### config.mk
export PLATFORM = sky130hd
export DESIGN_NAME = adc_chain_device_flat
export DESIGN_NICKNAME = d
export VERILOG_FILES = /design/src/design/adc_chain_pkg.sv /design/src/design/adc_chain_if.sv /design/src/design/adc_chain_device.sv /design/src/flat_wrapper.sv
export VERILOG_INCLUDE_DIRS = /design/src /design/src/design
export SDC_FILE = /design/constraint.sdc
export NUM_CORES = 1
export LEC_CHECK = 0
export ABC_AREA = 1
export BUFFER_PORTS_ARGS = -buffer_cell sky130_fd_sc_hd__buf_2
export CAP_MARGIN = 20
export CORE_MARGIN = 4
export CORE_UTILIZATION = 60
export DETAILED_ROUTE_END_ITERATION = 10
export PLACE_DENSITY_LB_ADDON = 0.3
export SLEW_MARGIN = 15
export SYNTH_ARGS = -nofsm -noshare
export SYNTH_HDL_FRONTEND = slang
export SYNTH_SLANG_ARGS = --single-unit
### constraint.sdc
create_clock -name clock -period 4.37 [get_ports clock]
set_input_delay 0.2185 -clock clock [delete_from_list [all_inputs] [get_ports clock]]
set_output_delay 0.2185 -clock clock [all_outputs]
set_load 0.1 [all_outputs]
### src/design/adc_chain_consts.svh
// Timing counts, widths and reset values for the converter chain logic.
`ifndef ADC_CHAIN_CONSTS_SVH
`define ADC_CHAIN_CONSTS_SVH

// ==========================================================================
// Widths and sizes
`define CHANNELS 4
`define SAMPLE_BITS 24
`define CODE_BITS 8
`define MAX_DEVICES 8
`define TOTAL_CHANNELS 32

// ==========================================================================
// Timing
`define CLOCK_PERIOD_NS 4
`define PHASE_STEP_NS 1330
`define PHASE_MAX_NS 333000
`define PHASE_MAX_CODE (`PHASE_MAX_NS / `PHASE_STEP_NS)
`define PHASE_STEP_CYCLES \
  ((`PHASE_STEP_NS + `CLOCK_PERIOD_NS - 1) / `CLOCK_PERIOD_NS)
`define FLAG_LATENCY_NS 200
`define FLAG_LATENCY_CYCLES \
  ((`FLAG_LATENCY_NS + `CLOCK_PERIOD_NS - 1) / `CLOCK_PERIOD_NS)
`define SAMPLE_HALF_CYCLES 50000

// ==========================================================================
// Reset values
`define PHASE_RESET 8'h00

`endif

### src/design/adc_chain_pkg.sv
// Types shared by both ends of the converter chain link.
`include "adc_chain_consts.svh"

package adc_chain_pkg;
  typedef logic [`CODE_BITS-1:0] phase_code_type;
  typedef logic [`SAMPLE_BITS-1:0] sample_type;
  typedef logic [1:0] channel_index_type;
endpackage : adc_chain_pkg

### src/design/adc_chain_if.sv
// Pin level link between one converter device and the surrounding system.
interface adc_chain_if;
  logic chain_in_n;
  logic chain_out_n;
  logic chain_data_ready_n;
  logic shared_clock_out;
  logic external_clock_in;
  logic range_exceeded_flag_n_o;
  logic range_exceeded_flag_n_oe_n;
  logic fault_flag_n_o;
  logic fault_flag_n_oe_n;
  logic latch_set_n;
  logic fault_line_n;

  // ========================================================================
  // Open-drain lines with pull-up; the wired-OR of more devices is the bench's.
  assign latch_set_n = range_exceeded_flag_n_oe_n ? 1'b1 :
                       range_exceeded_flag_n_o;
  assign fault_line_n = fault_flag_n_oe_n ? 1'b1 : fault_flag_n_o;

  modport device
  (
    input chain_in_n,
    input external_clock_in,
    output chain_out_n,
    output chain_data_ready_n,
    output shared_clock_out,
    output range_exceeded_flag_n_o,
    output range_exceeded_flag_n_oe_n,
    output fault_flag_n_o,
    output fault_flag_n_oe_n
  );

  modport host
  (
    output chain_in_n,
    output external_clock_in,
    input chain_data_ready_n,
    input latch_set_n,
    input fault_line_n
  );
endinterface : adc_chain_if

### src/design/adc_chain_device.sv
// Converter device end: phase-delayed sampling, cascade handshake and flags.
module adc_chain_device
  import adc_chain_pkg::*;
#(
  parameter int SAMPLE_HALF_CYCLES = `SAMPLE_HALF_CYCLES
)
(
  input wire logic clock,
  input wire logic sys_rst,
  adc_chain_if.device link,
  input wire logic is_first,
  input wire logic [`CHANNELS*`SAMPLE_BITS-1:0] analog_sample,
  input wire logic over_range,
  input wire logic over_voltage,
  input wire logic phase_write,
  input wire channel_index_type phase_channel,
  input wire phase_code_type phase_code,
  input wire logic data_read,
  output logic [`CHANNELS*`SAMPLE_BITS-1:0] result,
  output logic data_ready,
  output logic sample_tick
);

  localparam logic [8:0] STEP_LAST = 9'(`PHASE_STEP_CYCLES - 1);
  localparam phase_code_type CODE_MAX = `CODE_BITS'(`PHASE_MAX_CODE);
  localparam logic [6:0] FLAG_LAST = 7'(`FLAG_LATENCY_CYCLES - 1);
  localparam logic [16:0] HALF_LAST = 17'(SAMPLE_HALF_CYCLES - 1);

  function automatic phase_code_type clamp_code(input phase_code_type c);
    clamp_code = (c > CODE_MAX) ? CODE_MAX : c;
  endfunction : clamp_code

  // ========================================================================
  // Timebase: own divider or the shared clock from the first device
  logic [16:0] half_cnt_r;
  logic [16:0] half_cnt_nxt;
  logic clk_out_r;
  logic clk_out_nxt;
  logic ext_meta_r;
  logic ext_sync_r;
  logic ext_prev_r;
  logic tick_r;
  logic tick_nxt;

  always_comb
  begin
    half_cnt_nxt = half_cnt_r - 17'h00001;
    clk_out_nxt = clk_out_r;
    tick_nxt = 1'b0;
    if (half_cnt_r == 17'h00000)
    begin
      half_cnt_nxt = HALF_LAST;
      clk_out_nxt = ~clk_out_r;
    end
    if (is_first)
      tick_nxt = (half_cnt_r == 17'h00000) && !clk_out_r;
    else
      tick_nxt = ext_sync_r && !ext_prev_r;
  end

  always_ff @(posedge clock)
  begin
    if (sys_rst)
    begin
      half_cnt_r <= 17'h00000;
      clk_out_r <= 1'b0;
      ext_meta_r <= 1'b0;
      ext_sync_r <= 1'b0;
      ext_prev_r <= 1'b0;
      tick_r <= 1'b0;
    end
    else
    begin
      half_cnt_r <= half_cnt_nxt;
      clk_out_r <= clk_out_nxt;
      ext_meta_r <= link.external_clock_in;
      ext_sync_r <= ext_meta_r;
      ext_prev_r <= ext_sync_r;
      tick_r <= tick_nxt;
    end
  end

  assign link.shared_clock_out = clk_out_r;
  assign sample_tick = tick_r;

  // ========================================================================
  // Phase delay settings and per-channel sampling
  phase_code_type code_r [`CHANNELS];
  phase_code_type code_nxt [`CHANNELS];
  phase_code_type remain_r [`CHANNELS];
  phase_code_type remain_nxt [`CHANNELS];
  logic [8:0] step_r [`CHANNELS];
  logic [8:0] step_nxt [`CHANNELS];
  logic [`CHANNELS-1:0] busy_r;
  logic [`CHANNELS-1:0] busy_nxt;
  logic [`CHANNELS-1:0] done_r;
  logic [`CHANNELS-1:0] done_nxt;
  logic [`CHANNELS*`SAMPLE_BITS-1:0] result_r;
  logic [`CHANNELS*`SAMPLE_BITS-1:0] result_nxt;
  logic ready_r;
  logic ready_nxt;
  logic all_done;

  always_comb
  begin
    result_nxt = result_r;
    busy_nxt = busy_r;
    done_nxt = done_r;
    for (int ch = 0; ch < `CHANNELS; ch++)
    begin
      code_nxt[ch] = code_r[ch];
      remain_nxt[ch] = remain_r[ch];
      step_nxt[ch] = step_r[ch];
      if (phase_write && (phase_channel == 2'(ch)))
        code_nxt[ch] = clamp_code(phase_code);
      if (tick_r)
      begin
        done_nxt[ch] = 1'b0;
        if (code_r[ch] == `PHASE_RESET)
        begin
          result_nxt[ch*`SAMPLE_BITS +: `SAMPLE_BITS] =
            analog_sample[ch*`SAMPLE_BITS +: `SAMPLE_BITS];
          done_nxt[ch] = 1'b1;
          busy_nxt[ch] = 1'b0;
        end
        else
        begin
          remain_nxt[ch] = code_r[ch];
          step_nxt[ch] = STEP_LAST;
          busy_nxt[ch] = 1'b1;
        end
      end
      else if (busy_r[ch])
      begin
        if (step_r[ch] != 9'h000)
          step_nxt[ch] = step_r[ch] - 9'h001;
        else if (remain_r[ch] == 8'h01)
        begin
          result_nxt[ch*`SAMPLE_BITS +: `SAMPLE_BITS] =
            analog_sample[ch*`SAMPLE_BITS +: `SAMPLE_BITS];
          done_nxt[ch] = 1'b1;
          busy_nxt[ch] = 1'b0;
        end
        else
        begin
          remain_nxt[ch] = remain_r[ch] - 8'h01;
          step_nxt[ch] = STEP_LAST;
        end
      end
    end
    // A frame whose channels all capture at the tick completes at once.
    all_done = (&done_nxt) && (tick_r || !(&done_r));
    // A fresh completion wins over a read in the same cycle.
    ready_nxt = all_done ? 1'b1 : (tick_r || data_read) ? 1'b0 : ready_r;
  end

  always_ff @(posedge clock)
  begin
    if (sys_rst)
    begin
      for (int ch = 0; ch < `CHANNELS; ch++)
      begin
        code_r[ch] <= `PHASE_RESET;
        remain_r[ch] <= 8'h00;
        step_r[ch] <= 9'h000;
      end
      busy_r <= 4'h0;
      done_r <= 4'h0;
      result_r <= '0;
      ready_r <= 1'b0;
    end
    else
    begin
      code_r <= code_nxt;
      remain_r <= remain_nxt;
      step_r <= step_nxt;
      busy_r <= busy_nxt;
      done_r <= done_nxt;
      result_r <= result_nxt;
      ready_r <= ready_nxt;
    end
  end

  assign result = result_r;
  assign data_ready = ready_r;

  // ========================================================================
  // Cascade handshake
  logic chain_meta_r;
  logic chain_sync_r;
  logic chain_out_r;
  logic chain_out_nxt;

  always_comb
  begin
    chain_out_nxt = !(ready_r && !chain_sync_r);
  end

  always_ff @(posedge clock)
  begin
    if (sys_rst)
    begin
      chain_meta_r <= 1'b1;
      chain_sync_r <= 1'b1;
      chain_out_r <= 1'b1;
    end
    else
    begin
      chain_meta_r <= link.chain_in_n;
      chain_sync_r <= chain_meta_r;
      chain_out_r <= chain_out_nxt;
    end
  end

  assign link.chain_out_n = chain_out_r;
  assign link.chain_data_ready_n = chain_out_r;

  // ========================================================================
  // Overflow and fault flags with matched latency
  logic [1:0] cond;
  logic [1:0] flag_r;
  logic [1:0] flag_nxt;
  logic [6:0] lat_r [2];
  logic [6:0] lat_nxt [2];

  always_comb
  begin
    cond = {over_voltage, over_range};
    for (int f = 0; f < 2; f++)
    begin
      flag_nxt[f] = flag_r[f];
      lat_nxt[f] = 7'h00;
      if (cond[f] != flag_r[f])
      begin
        lat_nxt[f] = lat_r[f] + 7'h01;
        if (lat_r[f] == FLAG_LAST)
        begin
          flag_nxt[f] = cond[f];
          lat_nxt[f] = 7'h00;
        end
      end
    end
  end

  always_ff @(posedge clock)
  begin
    if (sys_rst)
    begin
      flag_r <= 2'h0;
      lat_r[0] <= 7'h00;
      lat_r[1] <= 7'h00;
    end
    else
    begin
      flag_r <= flag_nxt;
      lat_r <= lat_nxt;
    end
  end

  assign link.range_exceeded_flag_n_o = 1'b0;
  assign link.range_exceeded_flag_n_oe_n = !flag_r[0];
  assign link.fault_flag_n_o = 1'b0;
  assign link.fault_flag_n_oe_n = !flag_r[1];

endmodule : adc_chain_device

### src/flat_wrapper.sv
// flat-port wrapper written by rule: the top's interface ports become plain ports
module adc_chain_device_flat import adc_chain_pkg::*;
#(
  parameter int SAMPLE_HALF_CYCLES = `SAMPLE_HALF_CYCLES
)
  (clock, sys_rst, is_first, analog_sample, over_range, over_voltage, phase_write, phase_channel, phase_code, data_read, result, data_ready, sample_tick, link_chain_in_n, link_external_clock_in, link_chain_out_n, link_chain_data_ready_n, link_shared_clock_out, link_range_exceeded_flag_n_o, link_range_exceeded_flag_n_oe_n, link_fault_flag_n_o, link_fault_flag_n_oe_n);
  adc_chain_if link_i ();
  input wire logic clock;
  input wire logic sys_rst;
  input wire logic is_first;
  input wire logic [`CHANNELS*`SAMPLE_BITS-1:0] analog_sample;
  input wire logic over_range;
  input wire logic over_voltage;
  input wire logic phase_write;
  input wire channel_index_type phase_channel;
  input wire phase_code_type phase_code;
  input wire logic data_read;
  output logic [`CHANNELS*`SAMPLE_BITS-1:0] result;
  output logic data_ready;
  output logic sample_tick;
  input wire logic [$bits(link_i.chain_in_n)-1:0] link_chain_in_n;
  input wire logic [$bits(link_i.external_clock_in)-1:0] link_external_clock_in;
  output wire logic [$bits(link_i.chain_out_n)-1:0] link_chain_out_n;
  output wire logic [$bits(link_i.chain_data_ready_n)-1:0] link_chain_data_ready_n;
  output wire logic [$bits(link_i.shared_clock_out)-1:0] link_shared_clock_out;
  output wire logic [$bits(link_i.range_exceeded_flag_n_o)-1:0] link_range_exceeded_flag_n_o;
  output wire logic [$bits(link_i.range_exceeded_flag_n_oe_n)-1:0] link_range_exceeded_flag_n_oe_n;
  output wire logic [$bits(link_i.fault_flag_n_o)-1:0] link_fault_flag_n_o;
  output wire logic [$bits(link_i.fault_flag_n_oe_n)-1:0] link_fault_flag_n_oe_n;
  assign link_i.chain_in_n = link_chain_in_n;
  assign link_i.external_clock_in = link_external_clock_in;
  assign link_chain_out_n = link_i.chain_out_n;
  assign link_chain_data_ready_n = link_i.chain_data_ready_n;
  assign link_shared_clock_out = link_i.shared_clock_out;
  assign link_range_exceeded_flag_n_o = link_i.range_exceeded_flag_n_o;
  assign link_range_exceeded_flag_n_oe_n = link_i.range_exceeded_flag_n_oe_n;
  assign link_fault_flag_n_o = link_i.fault_flag_n_o;
  assign link_fault_flag_n_oe_n = link_i.fault_flag_n_oe_n;
  adc_chain_device #(.SAMPLE_HALF_CYCLES(SAMPLE_HALF_CYCLES)) u_core (.clock(clock), .sys_rst(sys_rst), .link(link_i), .is_first(is_first), .analog_sample(analog_sample), .over_range(over_range), .over_voltage(over_voltage), .phase_write(phase_write), .phase_channel(phase_channel), .phase_code(phase_code), .data_read(data_read), .result(result), .data_ready(data_ready), .sample_tick(sample_tick));
endmodule
==> impl_metrics.env <==
export IMPL_final_util=0.764
export IMPL_crit_type="flop to flop"
export IMPL_vdd_drop_max_uv=349
export IMPL_cts_tree="done"
export IMPL_finalCriticalPeriod_ns=2.75
export IMPL_setup_violations=0
export IMPL_tns_ns=0
export IMPL_yosysTopAreaCell="dfxtp_1"
export IMPL_cts_clk_slew_worst_paths_ns=0.06
export IMPL_chipWidth_um=144
export IMPL_finalCritPeriodShare=0.630
export IMPL_postSynthAreaPerCell_sq_um=7.23
export IMPL_vias_per_cell=5.32
export IMPL_numClockSinks=246
export IMPL_crit_chain="buf_4, nand2_2, nor2_2, nand4_1, nand2_2, nand3_2, o21ai_0, a21oi_1"
export IMPL_grt_max_degree=92
export IMPL_port_buffers=217
export IMPL_maxSlewHeadroom=0.306
export IMPL_synth_common_cells="dfxtp_1, nand2_1, nor2_1, inv_1, a21oi_1"
export IMPL_final_hold_violation_count=0
export IMPL_h_tree_depth=1
export IMPL_worst_slack_ns=1.62
export IMPL_crit_top_cell="nand2_2"
export IMPL_yosysSeqAreaShare=0.442
export IMPL_status="completed"
export IMPL_overflow=0
export IMPL_netlist_area_sq_um=11100
export IMPL_ys_types=43
export IMPL_first_pass_iters=6
export IMPL_use_met2=0.454
export IMPL_cp_num_buf_inv=1
export IMPL_required_ns=4.74
export IMPL_antenna_found_initial=1
export IMPL_dp_hpwl_mm=17.0
export IMPL_clk_latency_ns=0.51
export IMPL_worst_ep_arrival_time_ns=3.12
export IMPL_numCtsBuffers=25
export IMPL_slowest_delay_ns=0.56
export IMPL_post_route_drc_count=0
export IMPL_use_met1=0.310
export IMPL_async_reset_ff_frac=0
export IMPL_crit_family="simple AND/OR/NAND/NOR gates"
export IMPL_drtIter0Drc=622
export IMPL_synthTopCellsByArea="dfxtp_1, a21oi_1, nand2_1, o21ai_0, nor2_1"
export IMPL_core_sq_um=18100
export IMPL_place_area_sq_um=12200
export IMPL_hold_class="input pin to flop"
export IMPL_grt_pass1_wl_mm=45.3
export IMPL_grt_usage=0.256
export IMPL_finalPower_mw=8.32
export IMPL_routed_wl_mm=28.3
export IMPL_post_place_ws_ns=1.68
export IMPL_die_h_um=144
export IMPL_grt_use_met3=0.0351
export IMPL_area_growth_pct=24.4
export IMPL_design_area_sq_um=13900
export IMPL_rsz0062_at_grt="false"
export IMPL_maxCapViolCount=0
export IMPL_synth_seq_cells=246
export IMPL_syn_instance_count=1541
export IMPL_fill_cells=1291
export IMPL_final_nets=1944
export IMPL_dieArea_sq_um=20800
export IMPL_p_per_area_nw_per_um2=600
export IMPL_slowest_stage="nand3_2"
export IMPL_postRouteAntennaNets=0
export IMPL_end_kind="flop"
export IMPL_p_leak_nw=6.13
export IMPL_worst_pin_slew_ns=1.04
export IMPL_synth_top_area_frac=0.442
export IMPL_synth_most_common_cell="dfxtp_1"
export IMPL_initial_core_util=0.614
export IMPL_reg2reg_slack_ns=1.62
export IMPL_io_pins=220
export IMPL_yosys_warnings=0
export IMPL_cts_buffer_depth=3
export IMPL_start_kind="flop"
export IMPL_drive_gt1_frac=0.176
export IMPL_synth_edf_count=0
export IMPL_synthFlopType="dfxtp_1"
export IMPL_grt_pass1_vias=10100
export IMPL_wire_per_inst_um=13.7
export IMPL_final_max_slew_viol_count=0
export IMPL_finClkSkew_ns=0.00908
export IMPL_gp_congestion=0.861
export IMPL_rows=49
export IMPL_num_vias=10900
export IMPL_cts_root_buf="clkbuf_16"
export IMPL_critPathMaxFanout=54
export IMPL_max_freq_ghz=0.363
export IMPL_busiest_layer="met2"
==> cell families (layout without fill, tap and decap cells) <==
family,Yosys count,count (layout),synth area share
compound gates,359,359,0.166
xor+xnor,22,22,0.0173
fa+ha+maj,17,17,0.0191
buf+inv,258,545,0.0985
flops,246,246,0.442
mux,1,1,0.000898
other cells,1,3,0.000336
simple gates,637,637,0.256
==> sequential cells by signal (all words and copies together), names as in the netlist, 2 cells and up <==
signal / flops
u_core.remain_r: 32
u_core.lat_r: 14
u_core.code_r: 32
u_core.busy_r: 4
u_core.half_cnt_r: 17
u_core.result: 96
u_core.flag_r: 2
u_core.done_r: 4
u_core.step_r: 36
==> cells in the final DEF, fill, tap and decap left out, drive strengths merged <==
cell type / n
dfxtp: 246
nand2: 239
buf: 223
nor2: 220
inv: 186
a21oi: 177
o21ai: 172
nand3: 97
dlygate4sd3: 89
nand4: 42
clkbuf: 38
nor3: 18
ha: 17
xor2: 11
or2: 11
xnor2: 11
clkinv: 7
nor3b: 4
o31ai: 4
o21a: 2
a31oi: 2
nand3b: 2
and3: 2
nor4: 2
conb: 2
diode: 1
a31o: 1
mux2i: 1
o21bai: 1
bufinv: 1
clkinvlp: 1
==> layout make-up <==
type,instances,area [sq um],area share
inverters,189,716,0.0516
repair buffers,312,2020,0.146
multi-input cells,1038,5130,0.370
diodes,1,2.50,0.000180
clock inverters,6,57.6,0.00415
well taps,229,287,0.0207
clock buffers,38,734,0.0529
flip-flops and latches,246,4930,0.355
==> per-stage QoR <==
step	std cells	hold WS, ns
after floorplan	1542	0.313
after global placement	1925	0.391
after detailed placement	1925	0.393
after CTS	2058	0.000489
after global routing	2059	0.0255
final	2059	0.0111
==> layer usage <==
metal / vias up / routed length (um)
met5: - / 0
met4: 0 / 1110
met3: 94 / 1390
met2: 334 / 14000
met1: 4969 / 11800
li1: 5552 / -
==> final timing paths <==
path,start,to,cells past startpoint
hold reg to reg,u_core.ext_meta_r,u_core.ext_sync_r,2
hold / removal,analog_sample[12],u_core.result[12],3
setup reg to reg,u_core.sample_tick,u_core.result[16],8
setup / recovery,u_core.sample_tick,u_core.result[16],8
==> worst min-delay path: stages <==
cell and delay [ns]:
buf_2 0.09, o21ai_0 0.07, a21oi_1 0.10
==> timing repair <==
item / 4_1_cts / 5_1_grt
gates resized for setup: 0 / 0
hold buffers: 89 / 0
endpoints found under the hold margin: 89 / 0
setup buffers: 0 / 0
==> report_power, final <==
part	switching (mW)	internal, mW	leakage, nW
clock network	0.848	1.21	0.389
logic	2.32	1.07	3.74
registers	0.275	2.59	2.00
Power figures use the tool's default switching activity.
